File: src/cat_pkg.sv
// constants, encodings and field layout for the clock output and first timer
package cat_pkg;
  // rates
  localparam int unsigned CLK_HZ = 100_000_000; // system clock rate
  localparam int unsigned OSC_HZ = 32_768; // oscillator rate
  localparam int unsigned CHAIN_HZ = 2 * OSC_HZ; // chain steps twice per oscillator period
  localparam logic [31:0] NCO_MOD = 32'(CLK_HZ); // accumulator modulus
  localparam logic [31:0] NCO_STEP = 32'(CHAIN_HZ); // accumulator increment
  // prescaler chain taps: bit k toggles at CHAIN_HZ / 2^(k+1)
  localparam int CHAIN_W = 16;
  localparam logic [CHAIN_W-1:0] CHAIN_ONE = 16'h0001;
  localparam int TAP_32K = 0;
  localparam int TAP_16K = 1;
  localparam int TAP_8K = 2;
  localparam int TAP_4K = 3;
  localparam int TAP_1K = 5;
  localparam int TAP_64 = 9;
  localparam int TAP_32 = 10;
  localparam int TAP_1 = 15;
  localparam int HOLD_LO = TAP_4K; // lowest chain bit held by the hold gate
  localparam int OFFS_LO = TAP_32; // lowest chain bit moved by offset correction
  localparam logic [5:0] SIXTY_LAST = 6'h3B; // last count of a sixty counter
  // source tick vector positions
  localparam int TK_4K = 0;
  localparam int TK_64 = 1;
  localparam int TK_1 = 2;
  localparam int TK_MIN = 3;
  localparam int TK_HR = 4;
  localparam int SRC_N = 5;
  // register indices; byte address is four times the index
  localparam logic [5:0] REG_FLAGS = 6'h01;
  localparam logic [5:0] REG_CFG = 6'h0F;
  localparam logic [5:0] REG_SRC = 6'h10;
  localparam logic [5:0] REG_VAL = 6'h11;
  localparam logic [5:0] REG_HOLD = 6'h14;
  // field positions
  localparam int FLG_WD = 7; // watchdog_timeout_flag
  localparam int FLG_CD = 6; // countdown_flag
  localparam int FLG_WIE = 2; // watchdog_irq_enable
  localparam int FLG_CIE = 1; // countdown_irq_enable
  localparam int CFG_PULSE = 7; // first_timer_pulse_mode
  localparam int CFG_COF_LO = 3; // clock_output_freq_select
  localparam int CFG_MODE_LO = 1; // first_timer_mode
  localparam int HOLD_BIT = 0; // prescaler hold
  // encodings
  typedef enum logic [2:0] {
    COF_32K = 3'h0, COF_16K = 3'h1, COF_8K = 3'h2, COF_4K = 3'h3,
    COF_1K = 3'h4, COF_32 = 3'h5, COF_1 = 3'h6, COF_OFF = 3'h7
  } cat_cof_t;
  typedef enum logic [1:0] {MODE_OFF = 2'h0, MODE_COUNT = 2'h1, MODE_WATCH = 2'h2, MODE_SPARE = 2'h3} cat_mode_t;
  typedef enum logic [2:0] {
    SRC_Q4K = 3'h0, SRC_Q64 = 3'h1, SRC_Q1 = 3'h2, SRC_QMIN = 3'h3,
    SRC_QHR = 3'h4, SRC_QRSV = 3'h5, SRC_QHR6 = 3'h6, SRC_QHR7 = 3'h7
  } cat_src_t;
  typedef enum logic {BUS_IDLE = 1'h0, BUS_ANSWER = 1'h1} cat_bus_t;
  // reset values
  localparam cat_cof_t COF_RESET = COF_32K;
  localparam cat_mode_t MODE_RESET = MODE_OFF;
  localparam cat_src_t SRC_RESET = SRC_Q4K;
endpackage

File: src/cat_top.sv
// clock output selector and first timer with an Avalon-MM register slave
// Notes on behaviour
// - three-bit code picks clock output rate
// - square wave on both open-drain pins
// - rates below top one are 50:50
// - hold releases pins except three fastest rates
// - offset correction moves only 32 Hz, 1 Hz
// - three-bit code picks timer source tick
// - counter counts down from loaded value n
// - mode code: countdown, watchdog or off
// - watchdog flag sets at tick after one
// - watchdog interrupt only when its enable set
// - counter write clears watchdog flag, restarts
// - reading flag register clears watchdog flag
// - one bit picks pulse or level interrupt
// - countdown end sets flag, reloads, continues
// - countdown flag cleared only by host write
// - countdown flag writes AND: zero clears, one keeps
// - value read returns live counter
// - mid-period reload write takes effect at once
// - zero reload halts the countdown
// - first period spans n-1 to n ticks
// - countdown flag with enable drives interrupt
//
// Local design decision: the Avalon-MM slave port.
`timescale 1ns/1ns
`default_nettype none
module cat_top (
  input wire logic REF_CLK,
  input wire logic SRST,
  input wire logic [7:0] AVS_ADDRESS,
  input wire logic AVS_READ,
  input wire logic AVS_WRITE,
  input wire logic [31:0] AVS_WRITEDATA,
  input wire logic [3:0] AVS_BYTEENABLE,
  output logic [31:0] AVS_READDATA,
  output logic AVS_WAITREQUEST,
  input wire logic OFFSET_SKIP,
  output logic CLOCK_OUTPUT_PIN_O,
  output logic CLOCK_OUTPUT_PIN_OE,
  output logic IRQ_CLK_PIN_O,
  output logic IRQ_CLK_PIN_OE
);
  ////////////////////////////////////////////////////////////////////////////
  // state and wires

  // whole state of the block
  typedef struct packed {
    cat_pkg::cat_bus_t bus; // slave answer state
    logic wait_req; // waitrequest, low for one answer cycle
    logic [31:0] rdata; // read data held for the answer
    logic wd_flag; // watchdog_timeout_flag
    logic cd_flag; // countdown_flag
    logic wd_ie; // watchdog_irq_enable
    logic cd_ie; // countdown_irq_enable
    logic pulse_mode; // first_timer_pulse_mode
    cat_pkg::cat_cof_t cof; // clock_output_freq_select
    cat_pkg::cat_mode_t mode; // first_timer_mode
    cat_pkg::cat_src_t src; // first_timer_source_select
    logic hold; // prescaler hold
    logic [7:0] reload; // stored n
    logic [7:0] count; // live counter
    logic irq_pulse; // pulse-mode interrupt window
    logic clk_oe; // clock pin pulls low
    logic int_oe; // shared pin pulls low
    logic pin_low; // open-drain data, always low
  } cat_top_st_t;
  cat_top_st_t s, next_s;

  logic [cat_pkg::CHAIN_W-1:0] chain; // prescaler chain
  logic [cat_pkg::SRC_N-1:0] ticks; // prescaler source ticks
  logic clk_pull; // clock selector wants the pins low
  logic [5:0] idx; // register index from byte address
  logic req; // master request present
  logic take; // request completes this edge
  logic wr_ok; // write to the low byte completes
  logic [7:0] wd; // written byte
  logic tick; // selected source tick
  logic cd_evt; // countdown period ended
  logic wd_evt; // watchdog timed out
  logic level; // enabled flags pending
  logic irq; // interrupt drive on the shared pin
  logic pulse_end; // end of pulse-mode window

  ////////////////////////////////////////////////////////////////////////////
  // helpers

  // read view of one register; unmapped indices read zero
  function automatic logic [7:0] rd_reg(input logic [5:0] i, input cat_top_st_t st);
    logic [7:0] r;
    r = '0;
    case (i)
      cat_pkg::REG_FLAGS: begin
        r[cat_pkg::FLG_WD] = st.wd_flag;
        r[cat_pkg::FLG_CD] = st.cd_flag;
        r[cat_pkg::FLG_WIE] = st.wd_ie;
        r[cat_pkg::FLG_CIE] = st.cd_ie;
      end
      cat_pkg::REG_CFG: begin
        r[cat_pkg::CFG_PULSE] = st.pulse_mode;
        r[cat_pkg::CFG_COF_LO+:3] = st.cof;
        r[cat_pkg::CFG_MODE_LO+:2] = st.mode;
      end
      cat_pkg::REG_SRC: r[2:0] = st.src;
      cat_pkg::REG_VAL: r = st.count; // live value, not n
      cat_pkg::REG_HOLD: r[cat_pkg::HOLD_BIT] = st.hold;
      default: r = '0;
    endcase
    rd_reg = r;
  endfunction

  // source tick for a source code; the unused code never ticks
  function automatic logic pick_tick(input cat_pkg::cat_src_t q, input logic [cat_pkg::SRC_N-1:0] t);
    logic p;
    p = 1'h0;
    unique case (q)
      cat_pkg::SRC_Q4K: p = t[cat_pkg::TK_4K];
      cat_pkg::SRC_Q64: p = t[cat_pkg::TK_64];
      cat_pkg::SRC_Q1: p = t[cat_pkg::TK_1];
      cat_pkg::SRC_QMIN: p = t[cat_pkg::TK_MIN];
      cat_pkg::SRC_QHR, cat_pkg::SRC_QHR6, cat_pkg::SRC_QHR7: p = t[cat_pkg::TK_HR];
      cat_pkg::SRC_QRSV: p = 1'h0;
    endcase
    pick_tick = p;
  endfunction

  ////////////////////////////////////////////////////////////////////////////
  // sub-blocks

  // single chain feeds clock output and timer
  cat_prescaler u_pre (
    .clk(REF_CLK),
    .rst(SRST),
    .hold(s.hold),
    .offset_skip(OFFSET_SKIP),
    .chain(chain),
    .ticks(ticks)
  );

  // clock output tap and hold gate
  cat_clk_sel u_sel (
    .chain(chain),
    .cof(s.cof),
    .hold(s.hold),
    .pull(clk_pull)
  );

  ////////////////////////////////////////////////////////////////////////////
  // bus decode

  assign idx = AVS_ADDRESS[7:2];
  assign req = AVS_READ || AVS_WRITE;
  assign take = (s.bus == cat_pkg::BUS_ANSWER) && req;

  ////////////////////////////////////////////////////////////////////////////
  // next state

  // bus answer, register writes, timer and interrupt in one pass
  always_comb begin
    next_s = s;
    wr_ok = take && AVS_WRITE && AVS_BYTEENABLE[0];
    wd = AVS_WRITEDATA[7:0];
    tick = pick_tick(s.src, ticks);
    cd_evt = 1'h0;
    wd_evt = 1'h0;
    // answer one cycle after the request; data is sampled then and held
    unique case (s.bus)
      cat_pkg::BUS_IDLE: begin
        if (req) begin
          next_s.bus = cat_pkg::BUS_ANSWER;
          next_s.wait_req = 1'h0;
          next_s.rdata = {24'h000000, rd_reg(idx, s)};
        end
      end
      cat_pkg::BUS_ANSWER: begin
        next_s.bus = cat_pkg::BUS_IDLE;
        next_s.wait_req = 1'h1;
      end
    endcase
    // read clears only what it returned, so a later timeout is not lost
    if (take && AVS_READ && idx == cat_pkg::REG_FLAGS) begin
      next_s.wd_flag = s.wd_flag & ~s.rdata[cat_pkg::FLG_WD];
    end
    // register writes take effect at the completing edge
    if (wr_ok) begin
      case (idx)
        cat_pkg::REG_FLAGS: begin
          // the timeout flag is read only; the countdown flag is ANDed, both enables are written directly
          next_s.cd_flag = s.cd_flag & wd[cat_pkg::FLG_CD];
          next_s.wd_ie = wd[cat_pkg::FLG_WIE];
          next_s.cd_ie = wd[cat_pkg::FLG_CIE];
        end
        cat_pkg::REG_CFG: begin
          next_s.pulse_mode = wd[cat_pkg::CFG_PULSE];
          next_s.cof = cat_pkg::cat_cof_t'(wd[cat_pkg::CFG_COF_LO+:3]);
          next_s.mode = cat_pkg::cat_mode_t'(wd[cat_pkg::CFG_MODE_LO+:2]);
        end
        cat_pkg::REG_SRC: next_s.src = cat_pkg::cat_src_t'(wd[2:0]);
        cat_pkg::REG_VAL: begin
          // immediate load; no source-clock sync, so the host should stop first
          next_s.reload = wd;
          next_s.count = wd;
          next_s.wd_flag = 1'h0;
        end
        cat_pkg::REG_HOLD: next_s.hold = wd[cat_pkg::HOLD_BIT];
        default: next_s.hold = s.hold;
      endcase
    end
    // counter steps on the free-running source tick, so the first
    // period after a start lasts between n-1 and n ticks
    if (tick && !(wr_ok && idx == cat_pkg::REG_VAL)) begin
      if (s.mode == cat_pkg::MODE_COUNT && s.reload != '0) begin
        if (s.count == 8'h01) begin
          cd_evt = 1'h1;
          next_s.count = s.reload;
        end else if (s.count == 8'h00) begin
          next_s.count = s.reload;
        end else begin
          next_s.count = s.count - 8'h01;
        end
      end
      if (s.mode == cat_pkg::MODE_WATCH && s.count != '0) begin
        // no reload: the watchdog stops at zero after timing out
        if (s.count == 8'h01) begin
          wd_evt = 1'h1;
          next_s.count = 8'h00;
        end else begin
          next_s.count = s.count - 8'h01;
        end
      end
    end
    // hardware sets win over a clear in the same cycle
    if (cd_evt) begin
      next_s.cd_flag = 1'h1;
    end
    if (wd_evt) begin
      next_s.wd_flag = 1'h1;
    end
    // interrupt: pulse opens on an enabled event, closes at the next 4096 Hz tick for that source, else at the next 64 Hz tick
    level = (s.cd_ie && s.cd_flag) || (s.wd_ie && s.wd_flag);
    pulse_end = (s.src == cat_pkg::SRC_Q4K) ? ticks[cat_pkg::TK_4K] : ticks[cat_pkg::TK_64];
    if ((cd_evt && s.cd_ie) || (wd_evt && s.wd_ie)) begin
      next_s.irq_pulse = 1'h1;
    end else if (pulse_end) begin
      next_s.irq_pulse = 1'h0;
    end
    // clearing a flag also cuts a running pulse short
    irq = s.pulse_mode ? (s.irq_pulse && level) : level;
    // both pins carry the wave; the shared one also the interrupt
    next_s.clk_oe = clk_pull;
    next_s.int_oe = clk_pull || irq;
    next_s.pin_low = 1'h0;
  end

  ////////////////////////////////////////////////////////////////////////////
  // state register

  // synchronous reset to documented defaults
  always_ff @(posedge REF_CLK) begin
    if (SRST) begin
      s <= '0;
      s.bus <= cat_pkg::BUS_IDLE;
      s.wait_req <= 1'h1;
      s.cof <= cat_pkg::COF_RESET;
      s.mode <= cat_pkg::MODE_RESET;
      s.src <= cat_pkg::SRC_RESET;
    end else begin
      s <= next_s;
    end
  end

  assign AVS_READDATA = s.rdata;
  assign AVS_WAITREQUEST = s.wait_req;
  assign CLOCK_OUTPUT_PIN_O = s.pin_low;
  assign CLOCK_OUTPUT_PIN_OE = s.clk_oe;
  assign IRQ_CLK_PIN_O = s.pin_low;
  assign IRQ_CLK_PIN_OE = s.int_oe;
endmodule
`default_nettype wire

File: src/cat_prescaler.sv
// oscillator step generator, binary prescaler chain and timer source ticks
`timescale 1ns/1ns
`default_nettype none
module cat_prescaler (
  input wire logic clk,
  input wire logic rst,
  input wire logic hold,
  input wire logic offset_skip,
  output logic [cat_pkg::CHAIN_W-1:0] chain,
  output logic [cat_pkg::SRC_N-1:0] ticks
);
  // whole state of the prescaler
  typedef struct packed {
    logic [31:0] acc; // fractional step accumulator
    logic [cat_pkg::CHAIN_W-1:0] chain; // binary chain
    logic [5:0] sec; // seconds within a minute
    logic [5:0] min; // minutes within an hour
    logic [cat_pkg::SRC_N-1:0] ticks; // one-cycle source pulses
  } cat_pre_st_t;
  cat_pre_st_t s, next_s;
  logic [31:0] sum; // accumulator before wrap
  logic step; // one chain step this cycle

  // rising edge of chain bit k on the coming step
  function automatic logic rise(input logic [cat_pkg::CHAIN_W-1:0] c, input int k);
    logic [cat_pkg::CHAIN_W-1:0] mask;
    mask = (cat_pkg::CHAIN_ONE << k) - cat_pkg::CHAIN_ONE;
    rise = ((c & mask) == mask) && !c[k];
  endfunction

  // next state: the chain only steps at twice the oscillator rate
  always_comb begin
    next_s = s;
    sum = s.acc + cat_pkg::NCO_STEP;
    step = (sum >= cat_pkg::NCO_MOD);
    next_s.acc = step ? sum - cat_pkg::NCO_MOD : sum;
    next_s.ticks = '0;
    if (step && !hold) begin
      next_s.ticks[cat_pkg::TK_4K] = rise(s.chain, cat_pkg::TAP_4K);
      next_s.ticks[cat_pkg::TK_64] = rise(s.chain, cat_pkg::TAP_64);
      // a swallowed carry also swallows the slow ticks
      next_s.ticks[cat_pkg::TK_1] = rise(s.chain, cat_pkg::TAP_1) && !offset_skip;
      next_s.ticks[cat_pkg::TK_MIN] = next_s.ticks[cat_pkg::TK_1] && (s.sec == cat_pkg::SIXTY_LAST);
      next_s.ticks[cat_pkg::TK_HR] = next_s.ticks[cat_pkg::TK_MIN] && (s.min == cat_pkg::SIXTY_LAST);
    end
    if (step) begin
      next_s.chain[cat_pkg::HOLD_LO-1:0] = s.chain[cat_pkg::HOLD_LO-1:0] + 1'h1;
      if (&s.chain[cat_pkg::HOLD_LO-1:0]) begin
        next_s.chain[cat_pkg::OFFS_LO-1:cat_pkg::HOLD_LO] = s.chain[cat_pkg::OFFS_LO-1:cat_pkg::HOLD_LO] + 1'h1;
      end
      // offset correction drops one carry into the slow part
      if ((&s.chain[cat_pkg::OFFS_LO-1:0]) && !offset_skip) begin
        next_s.chain[cat_pkg::CHAIN_W-1:cat_pkg::OFFS_LO] = s.chain[cat_pkg::CHAIN_W-1:cat_pkg::OFFS_LO] + 1'h1;
      end
      if (next_s.ticks[cat_pkg::TK_1]) begin
        next_s.sec = (s.sec == cat_pkg::SIXTY_LAST) ? '0 : s.sec + 1'h1;
      end
      if (next_s.ticks[cat_pkg::TK_MIN]) begin
        next_s.min = (s.min == cat_pkg::SIXTY_LAST) ? '0 : s.min + 1'h1;
      end
    end
    // hold keeps the upper chain in reset, the fast taps keep running
    if (hold) begin
      next_s.chain[cat_pkg::CHAIN_W-1:cat_pkg::HOLD_LO] = '0;
    end
  end

  // state register
  always_ff @(posedge clk) begin
    if (rst) begin
      s <= '0;
    end else begin
      s <= next_s;
    end
  end

  assign chain = s.chain;
  assign ticks = s.ticks;
endmodule
`default_nettype wire

File: src/cat_clk_sel.sv
// selects the clock output tap and decides when the open-drain pin pulls low
`timescale 1ns/1ns
`default_nettype none
module cat_clk_sel (
  input wire logic [cat_pkg::CHAIN_W-1:0] chain,
  input wire cat_pkg::cat_cof_t cof,
  input wire logic hold,
  output logic pull
);
  logic tap; // selected square wave
  logic slow; // tap stops under hold
  logic on; // output enabled

  // tap decode; every chain bit is a toggle, so all but the top rate are 50:50
  always_comb begin
    tap = 1'h1;
    slow = 1'h1;
    on = 1'h1;
    unique case (cof)
      cat_pkg::COF_32K: begin tap = chain[cat_pkg::TAP_32K]; slow = 1'h0; end
      cat_pkg::COF_16K: begin tap = chain[cat_pkg::TAP_16K]; slow = 1'h0; end
      cat_pkg::COF_8K: begin tap = chain[cat_pkg::TAP_8K]; slow = 1'h0; end
      cat_pkg::COF_4K: tap = chain[cat_pkg::TAP_4K];
      cat_pkg::COF_1K: tap = chain[cat_pkg::TAP_1K];
      cat_pkg::COF_32: tap = chain[cat_pkg::TAP_32];
      cat_pkg::COF_1: tap = chain[cat_pkg::TAP_1];
      cat_pkg::COF_OFF: on = 1'h0;
    endcase
    // open drain: pull only while the wave is low
    pull = on && !(slow && hold) && !tap;
  end
endmodule
`default_nettype wire

File: config.mk
export PLATFORM = sky130hd
export DESIGN_NAME = cat_top
export DESIGN_NICKNAME = d
export VERILOG_FILES = /design/src/cat_pkg.sv /design/src/cat_top.sv /design/src/cat_prescaler.sv /design/src/cat_clk_sel.sv
export SDC_FILE = /design/constraint.sdc
export NUM_CORES = 1
export LEC_CHECK = 0
export BUFFER_PORTS_ARGS = -buffer_cell sky130_fd_sc_hd__buf_2
export CORE_ASPECT_RATIO = 0.5
export CORE_MARGIN = 1
export CORE_UTILIZATION = 47
export DETAILED_ROUTE_END_ITERATION = 8
export PLACE_DENSITY = 0.75
export SLEW_MARGIN = 10
export SYNTH_ARGS = -nofsm -noshare
export SYNTH_HDL_FRONTEND = slang
export SYNTH_SLANG_ARGS = --single-unit
File: constraint.sdc
create_clock -name REF_CLK -period 3.25 [get_ports REF_CLK]
set_input_delay 0.975 -clock REF_CLK [delete_from_list [all_inputs] [get_ports REF_CLK]]
set_output_delay 0.975 -clock REF_CLK [all_outputs]
set_load 0.05 [all_outputs]
==> results of run 1 <==
## synth_stat cells, types with 5 or more instances
master	n	area, µm²
nor4_1	10	62.56
nand2b_1	6	37.54
or4_1	8	60.06
xnor2_1	25	219.0
mux2i_1	19	190.2
nand3_1	20	100.1
o21ai_1	8	40.04
o31ai_1	5	37.54
and3_1	11	68.82
mux2_2	5	56.30
buf_4	34	255.2
nand2_1	49	183.9
a31oi_1	8	50.05
nand4_1	11	68.82
xor2_1	20	175.2
ha_1	13	162.7
or3_1	6	37.54
clkbuf_1	24	90.09
or2_2	5	31.28
inv_1	28	105.1
a211oi_1	29	217.7
nor3_1	21	105.1
nor2b_1	6	37.54
dfxtp_1	100	2002
buf_2	9	45.04
nor2_1	87	326.6
nor3b_1	6	45.04
o211ai_1	9	67.56
o21ai_0	23	115.1
a21oi_1	44	220.2
## flip-flops by register name (all words and copies together) (netlist names)
signal,count
AVS_READDATA,8
AVS_WAITREQUEST,1
CLOCK_OUTPUT_PIN_OE,1
IRQ_CLK_PIN_OE,1
s,32
u_pre.chain,16
u_pre.s,36
u_pre.ticks,5
## through the flow
stage | area, µm² | hold slack [ns] | power (W)
6_report | 6341 | 0.4700 | 0.003765
3_5_place_dp | 6053 | 0.4463 | 0.002706
2_1_floorplan | 5939 | 0.4346 | 0.002507
4_1_cts | 6341 | 0.4713 | 0.003783
3_3_place_gp | 6053 | 0.4454 | 0.002675
5_1_grt | 6341 | 0.4952 | 0.004008
## area by class of cell
type / count / area, µm² / share of cell area (%)
clock inverter: 5 / 62.56 / 0.9866
sequential: 100 / 2002 / 31.57
multi-input combinational: 542 / 3397 / 53.57
inverter: 28 / 105.1 / 1.657
tap: 165 / 206.4 / 3.256
timing repair buffer: 54 / 342.8 / 5.406
clock buffer: 9 / 225.2 / 3.552
## worst paths after layout
path | startpoint | to | slack (ns) | cells past startpoint
setup / recovery | u_pre.s[49] | u_pre.s[55] | 0.31 | 9
hold / removal | AVS_WAITREQUEST | AVS_WAITREQUEST | 0.47 | 1
setup reg to reg | u_pre.s[49] | u_pre.s[55] | 0.31 | 9
hold reg to reg | AVS_WAITREQUEST | AVS_WAITREQUEST | 0.47 | 1
## worst max-delay path: cells and delay by family, from the launching register on
kind,cells,cell delay [ns]
and+or+nand+nor,3,1.13
AOI/OAI and AO/OA,4,0.93
DFF,1,0.34
buffers and inverters,2,0.41
## layer usage
metal	vias up	part of all wire, %	track usage, %
met3	20	4.8	4.239
met4	0	1.4	6.058
met1	2351	49	26.24
met2	159	45	34.76
li1	2548	-	-
met5	-	0	0
## power by group
part	internal, W	switching (W)	total (W)
clock	0.000593	0.000478	0.00107
sequential	0.00135	0.000146	0.00150
combinational	0.000468	0.000728	0.00120
## logic make-up after synthesis
family | count (synthesis) | synth area share (%)
muxes | 27 | 4.987
adders and majority gates | 13 | 2.783
and+or+nand+nor | 263 | 22.35
other | 1 | 0.06415
buffers and inverters | 101 | 9.246
DFF | 100 | 34.25
xor gates and xnor gates | 45 | 6.742
AOI/OAI and AO/OA | 168 | 19.59
==> flow_summary.ini, run 1 <==
[run_status]
status = finished, final reports clean

[synth]
synth_ff_type = dfxtp_1
synth_seq_cells = 100
syn_avg_cell_area_um2 = 8.142
synth_edf_count = 0
ys_types = 68
seq_area_frac_synth_pct = 34.25
synth-warning-count = 0
synth-async-reset-ratio_pct = 0
synth_area_mm2 = 0.005846
syn_inst = 718

[timing]
finalSetupTns_ns = 0
finalCritPeriodShare_pct = 90.32
rsz0062_at_grt = false
slew_viol_final = 0
clock.fmax_mhz = 340.7
post-route-min-period_ns = 2.936
finalSetupViolCount = 0
max_slew_margin_pct = 40.80
tightest_slew_ns = 0.8880
hold_viol = 0
finalWorstSetupSlack_ns = 0.3144
skew_ns = 0.007942

[clock_tree]
cts_resized = 0
post-cts-setup-buffers = 0
cts_made_buffers = 9
clockRootBuffer = clkbuf_16
clkLatencyLatePin_ns = 0.35
clockBufferDepth = 2
clk_pin_slew_worst_paths_ns = 0.07
cts_hold_buf = 0
clkSinkCount = 100
cts_tree = done
htreeDepth = 3

[cells_and_area]
n_antenna_cell = 0
final_cell_mix = dfxtp_1 (100), nor2_1 (87), nand2_1 (49)
stdcell_count = 903
utilization_pct = 52.92
nNetsFinal = 797
drive_above_1_share_pct = 12.60
area_delta_synth_final_pct = 8.476
final_common_cell = dfxtp_1
n_fill_cell = 1121

[drt]
vias = 5078
vias_per_cell = 5.623
first_pass_iters = 5
final_antenna_net_count = 0
avgRoutedWirePerCell_um = 14.33
drc = 0
drt_iter0_drc = 417
wl_mm = 12.94

[setup_path]
critPathCaptureType = flip-flop
cp_slowest_cell = nor4_1
slowest_delay_ns = 0.54
startpoint_type = flip-flop
path_cells = buf_4, nand3_1, nor4_1, a31oi_1, a2111o_1, buf_4, or2_4, a31oi_1, a311oi_1
crit_fanout = 14
critPathKind = reg2reg
required_ns = 3.45
arrival_ns = 3.14

[floorplanning]
core_mm2 = 0.01198
die_h_um = 80.86
start_util_pct = 48.79
die_area_mm2 = 0.01291
rows = 28
die_w_um = 159.7
num_io_pins = 86

[placed_design]
gp_congestion = 0.8869
post-place-ws_ns = 0.3275
dp_hpwl_mm = 9.145
io_buffers = 30
place_inst = 889

[global_route]
grt_pass1_wl_mm = 21.43
grt_pass1_vias = 4560
track_usage_pct = 20.36
grt_max_degree = 79
grt_overflow = 0
antenna_found_initial = 0

[power]
p_per_area_mw_per_mm2 = 593.8
ir_worst_vdd_mv = 0.2810
leakage_nw = 2.313

[hold_path]
hold_path.class = reg2reg

[run]
cap_violations = 0
(Power assumes the default switching activity.)
==> run 2, diff against run 1 <==
Settings changed: ABC_AREA set to 1, PLACE_DENSITY 0.75 to 0.74.
==> run 2 against run 1 <==
Net effect:
- synthesized area rose by 4.2%
- die area increased by 4.2%
- critical endpoint is now u_pre.s[49]
- critical path depth up 6
- largest cell class unchanged
- worst setup slack better by 0.16 ns
- combinational power up 20%
- global-route usage increased by 2.2 points
- sequential share of layout area down 1.1 points
- clock power up 4%
- count of clock-buffer cells in the layout increased by 4
- synthesized cell count grew 30%
- worst hold slack lost 0.0073 ns
==> flow_summary.ini, run 2 <==
[drt]
drt_iter0_drc = 433
vias_per_cell = 5.350
drc = 0
vias = 6013
final_antenna_net_count = 0
wl_mm = 14.67
first_pass_iters = 5
avgRoutedWirePerCell_um = 13.05

[setup_path]
cp_slowest_cell = dfxtp_1
slowest_delay_ns = 0.42
critPathCaptureType = flip-flop
arrival_ns = 3.02
critPathKind = reg2reg
crit_fanout = 46
path_cells = ha_1, nand2_1, nor2_4, nand2_2, nand2_1, nand2_2, nor2_2, nand3b_1, nand2_1, nand2_1, nand2_4, buf_4, nand2_1, o21ai_1, nor2_1
required_ns = 3.50
reg2reg_slack_ns = 0.47
crit_family = simple AND/OR/NAND/NOR gates
startpoint_type = flip-flop
path_buf_inv = 1
cpMostUsedCell = nand2_1

[power]
p_comb_share_pct = 35.4
p_int_w = 0.002443
sequentialPowerShare_pct = 37.2
p_total_w = 0.004051
leakage_nw = 2.764
pwr-share-clk_pct = 27.4
p_per_area_mw_per_mm2 = 615.7
swShare_pct = 39.69
switchingPower_w = 0.001608
ir_worst_vdd_mv = 0.3734

[clock_tree]
clk_pin_slew_worst_paths_ns = 0.07
clkLatencyLatePin_ns = 0.35
clockBufferDepth = 2
cts_tree = done
post-cts-setup-buffers = 0
clkSinkCount = 100
htreeDepth = 3
clockRootBuffer = clkbuf_16
cts_hold_buf = 0
cts_made_buffers = 9
cts_resized = 0

[floorplanning]
die_area_mm2 = 0.01345
die_w_um = 163.0
num_io_pins = 86
core_mm2 = 0.01223
die_h_um = 82.52
start_util_pct = 49.84
rows = 28

[placed_design]
io_buffers = 30
dp_hpwl_mm = 10.50
place_area_mm2 = 0.006275
place_inst = 1108
gp_congestion = 0.8861

[synth]
synth_ff_type = dfxtp_1
synthTopCellsByCount = nand2_1 (187), nor2_1 (125), inv_1 (103)
syn_avg_cell_area_um2 = 6.531
ys_top_cells_by_area = dfxtp_1 (33%), nand2_1 (12%), nor2_1 (7.7%), a21oi_1 (7.4%), inv_1 (6.3%)
synth_top_cell_by_area = dfxtp_1
synth-xor-area-share_pct = 3.306
synth-async-reset-ratio_pct = 0
synth_compound_area_share_pct = 16.02
ys_types = 39
synth-warning-count = 0
yosys.area_share.adder_pct = 2.669
synth_edf_count = 0
synth_top_family_by_area = simple AND/OR/NAND/NOR gates
synth_area_mm2 = 0.006093
synthMuxAreaShare_pct = 0
syn_inst = 933
synth_simple_gate_area_share_pct = 32.42
yosys.cell_count.top_type = nand2_1
seq_area_frac_synth_pct = 32.85
synth_seq_cells = 100
synth_top_area_share_pct = 32.85

[global_route]
grt_pass1_vias = 5322
antenna_found_initial = 0
grt_pass1_wl_mm = 24.15
track_usage_pct = 22.55
grt_max_degree = 47
grt_overflow = 0

[cells_and_area]
n_antenna_cell = 0
final_cell_area_mm2 = 0.006580
utilization_pct = 53.82
nNetsFinal = 1016
largest_reg_flops = 36
area_delta_synth_final_pct = 7.988
final_cell_mix = nand2_1 (187), nor2_1 (125), inv_1 (103)
drive_above_1_share_pct = 8.655
final_common_cell = nand2_1
top_register = u_pre.s
stdcell_count = 1124
n_fill_cell = 1182

[timing]
rsz0062_at_grt = false
finalSetupViolCount = 0
skew_ns = 0.007172
hold_viol = 0
post-route-min-period_ns = 2.777
finalCritPeriodShare_pct = 85.43
slew_viol_final = 0
finalSetupTns_ns = 0
tightest_slew_ns = 0.7760
max_slew_margin_pct = 47.87
clock.fmax_mhz = 360.2

[run_status]
status = finished, final reports clean

[run]
cap_violations = 0

[hold_path]
hold_path.class = reg2reg
-- run 2: cell types whose count changed in the layout (fill, tap and decap cells not counted), sizes merged, moves of 22 or more --
| cell | change |
|---|---|
| inv | +77 |
| nand3 | +40 |
| o21ai | +28 |
| a211oi | -29 |
| nand2 | +145 |
| nand4 | +22 |
| nor2 | +45 |
| a21oi | +46 |
-- run 2: cell type report --
class                           count  area, µm²  share of cell area [%]
Multi-Input combinational cell    692       3413                   51.87
Inverter                          108      405.4                   6.161
Clock buffer                       13      260.3                   3.955
Tap cell                          165      206.4                   3.137
Clock inverter                      3      45.04                  0.6845
Sequential cell                   100       2002                   30.42
Timing Repair Buffer               43      247.7                   3.765
-- run 2: logic make-up (layout without fill, tap and decap cells) --
logic type | Yosys count | in the layout
buf+inv | 166 | 167
simple gates | 449 | 449
compound gates | 181 | 181
fa+ha+maj | 13 | 13
xor+xnor | 23 | 23
other cells | 1 | 26
flops | 100 | 100
-- run 2: path summary, 6_finish.rpt --
kind | startpoint | end | cells after the start
worst max-delay path | u_pre.s[49] | u_pre.s[49] | 15
worst min register to register | s[12] | s[12] | 2
worst min-delay path | s[12] | s[12] | 2
worst max register to register | u_pre.s[49] | u_pre.s[49] | 15
-- run 2: worst reg2reg max path, stage by stage (launching register included) --
cell	delay, ns
dfxtp_1	0.42
ha_1	0.22
nand2_1	0.11
nor2_4	0.18
nand2_2	0.08
nand2_1	0.10
nand2_2	0.09
nor2_2	0.18
nand3b_1	0.11
nand2_1	0.11
nand2_1	0.09
nand2_4	0.41
buf_4	0.31
nand2_1	0.08
o21ai_1	0.12
nor2_1	0.05
-- run 2: power groups by stage --
| stage | sequential, W | clock, W | combinational (W) |
|---|---|---|---|
| CTS | 0.00150 | 0.00114 | 0.00143 |
| global route | 0.00153 | 0.00117 | 0.00162 |
| floorplan | 0.00152 | 0 | 0.00120 |
| global placement | 0.00152 | 0 | 0.00139 |
| detailed placement | 0.00153 | 0 | 0.00142 |
| finish | 0.00151 | 0.00111 | 0.00144 |
-- run 2: stage by stage --
step                      setup slack, ns  hold slack [ns]
after global routing               0.1671           0.4728
after global placement             0.4453           0.4403
final                              0.4735           0.4627
after detailed placement           0.4038           0.4521
after floorplan                    0.7103           0.4389
after CTS                          0.4866           0.4625
-- run 2: metal layers --
metal | track usage [%] | part of all wire [%] | wire length (µm) | up-vias
li1 | - | - | - | 3047
met1 | 27.54 | 47 | 6937 | 2777
met2 | 40.00 | 46 | 6794 | 172
met3 | 5.095 | 5.2 | 763 | 17
met4 | 7.103 | 1.2 | 176 | 0
met5 | 0 | 0 | 0 | -
==> run 3, diff against run 2 <==
Settings changed: PLACE_DENSITY 0.74 to 0.69.
==> run 3 against run 2 <==
Net effect:
- cell count did not move
- critical endpoint is now u_pre.s[53]
- global-route usage rose by 0.17 points
- combinational power barely moved
- worst setup slack improved by 0.097 ns
- fmax rose by 3.6%
- clock power fell by 7%
- cell area fell by 0.38%
- routed wire length fell by 1.4%
- highest routed layer unchanged
- die area did not move
==> flow_summary.ini, run 3 (synthesized netlist as in run 2, its figures left out) <==
[drt]
vias = 5924
wl_mm = 14.46
avgRoutedWirePerCell_um = 12.87
drt_iter0_drc = 505
final_antenna_net_count = 0
drc = 0
first_pass_iters = 6
vias_per_cell = 5.270

[cells_and_area]
final_common_cell = nand2_1
stdcell_count = 1124
n_fill_cell = 1210
n_antenna_cell = 0
area_delta_synth_final_pct = 7.577
nNetsFinal = 1016
top_register = u_pre.s
drive_above_1_share_pct = 8.759
largest_reg_flops = 36
final_cell_mix = nand2_1 (187), nor2_1 (125), inv_1 (103)

[setup_path]
slowest_delay_ns = 0.42
cp_slowest_cell = dfxtp_1
arrival_ns = 2.92
cpMostUsedCell = nand2_1
critPathKind = reg2reg
rr_endpoint = u_pre.s[53]
reg2reg_slack_ns = 0.57
worstReg2RegStart = u_pre.s[49]
startpoint_type = flip-flop
required_ns = 3.49
critPathCaptureType = flip-flop
path_cells = ha_1, nand2_1, nor2_4, nand2_2, nand2_1, nand2_2, nor2_2, nand3b_1, nand2_1, nand2_1, nand2_4, buf_4, nand2_1, o21ai_1, nor2_1
r2r.worst_path.cells = 15
crit_fanout = 32

[clock_tree]
clkLatencyLatePin_ns = 0.34
htreeDepth = 3
clkSinkCount = 100
clockBufferDepth = 2
clk_pin_slew_worst_paths_ns = 0.07
cts_resized = 0
cts_tree = done
post-cts-setup-buffers = 0
cts_made_buffers = 9
cts_hold_buf = 0
clockRootBuffer = clkbuf_16

[timing]
tightest_slew_ns = 0.5781
finalCritPeriodShare_pct = 82.45
rsz0062_at_grt = false
clock.fmax_mhz = 373.2
finalSetupTns_ns = 0
post-route-min-period_ns = 2.680
finalSetupViolCount = 0
skew_ns = 0.004711
slew_viol_final = 0
max_slew_margin_pct = 61.16
hold_viol = 0

[power]
switchingPower_w = 0.001595
p_per_area_mw_per_mm2 = 604.7
leakage_nw = 2.765
ir_worst_vdd_mv = 0.3027
p_int_w = 0.002369
pwr-share-clk_pct = 25.9
p_comb_share_pct = 35.6
sequentialPowerShare_pct = 38.5
swShare_pct = 40.24

[global_route]
track_usage_pct = 22.72
grt_pass1_wl_mm = 24.24
grt_overflow = 0
grt_pass1_vias = 5339
antenna_found_initial = 0
grt_max_degree = 33

[placed_design]
dp_hpwl_mm = 10.59
gp_congestion = 0.8984
place_inst = 1108
io_buffers = 30

[hold_path]
hold_path_end = AVS_WAITREQUEST
hold_path.class = reg2reg
hp-start = AVS_WAITREQUEST
worstHoldPathCells = 2

[floorplanning]
rows = 28
num_io_pins = 86
die_area_mm2 = 0.01345
core_mm2 = 0.01223
die_w_um = 163.0
start_util_pct = 49.84
die_h_um = 82.52

[run]
cap_violations = 0

[run_status]
status = finished, final reports clean
-- run 3: worst max-delay path, delay by kind of cell (launching register included) --
family          cells  cell delay [ns]
compound gates      1             0.12
buf+inv             1             0.35
fa+ha+maj           1             0.22
flops               1             0.42
simple gates       12             1.46
-- run 3: cell type report --
cell class | instances | area, µm² | share of cell area [%]
Sequential cell | 100 | 2002 | 30.54
Tap cell | 165 | 206.4 | 3.149
Clock inverter | 4 | 23.77 | 0.3627
Inverter | 108 | 405.4 | 6.184
Multi-Input combinational cell | 692 | 3413 | 52.07
Clock buffer | 12 | 256.5 | 3.913
Timing Repair Buffer | 43 | 247.7 | 3.779
-- run 3: metrics by stage --
stage	hold WS, ns	utilization (%)	setup slack (ns)	instance area (µm²)	power [W]
after global placement	0.4418	51.32	0.3343	6275	0.002922
after CTS	0.4592	53.61	0.5605	6555	0.003978
after global routing	0.4756	53.61	0.2148	6555	0.004240
after floorplan	0.4389	-	0.7103	6187	0.002719
final	0.4643	53.61	0.5705	6555	0.003964
after detailed placement	0.4436	51.32	0.3030	6275	0.002948
-- run 3: worst max path at each step --
stage                              start     endpoint  slack [ns]  depth (start not counted)
final                        u_pre.s[49]  u_pre.s[53]        0.57                         15
after global routing         u_pre.s[49]  u_pre.s[49]        0.21                         15
after CTS                    u_pre.s[49]  u_pre.s[53]        0.56                         15
after detailed placement  AVS_ADDRESS[5]         s[3]        0.30                         12
after global placement    AVS_ADDRESS[5]         s[3]        0.33                         12
after floorplan           AVS_ADDRESS[5]         s[5]        0.71                         10
-- run 3: metal layers --
| metal | routed length, µm | track usage (%) |
|---|---|---|
| met2 | 6716 | 40.09 |
| met3 | 665 | 4.895 |
| met5 | 0 | 0 |
| met4 | 197 | 7.850 |
| met1 | 6884 | 27.81 |
-- run 3: power groups by stage --
| stage | Clock [W] | Sequential [W] | Combinational (W) |
|---|---|---|---|
| after floorplan | 0 | 0.00152 | 0.00120 |
| after global placement | 0 | 0.00155 | 0.00137 |
| after detailed placement | 0 | 0.00155 | 0.00140 |
| after CTS | 0.00105 | 0.00152 | 0.00140 |
| after global routing | 0.00110 | 0.00155 | 0.00159 |
| final | 0.00103 | 0.00153 | 0.00141 |
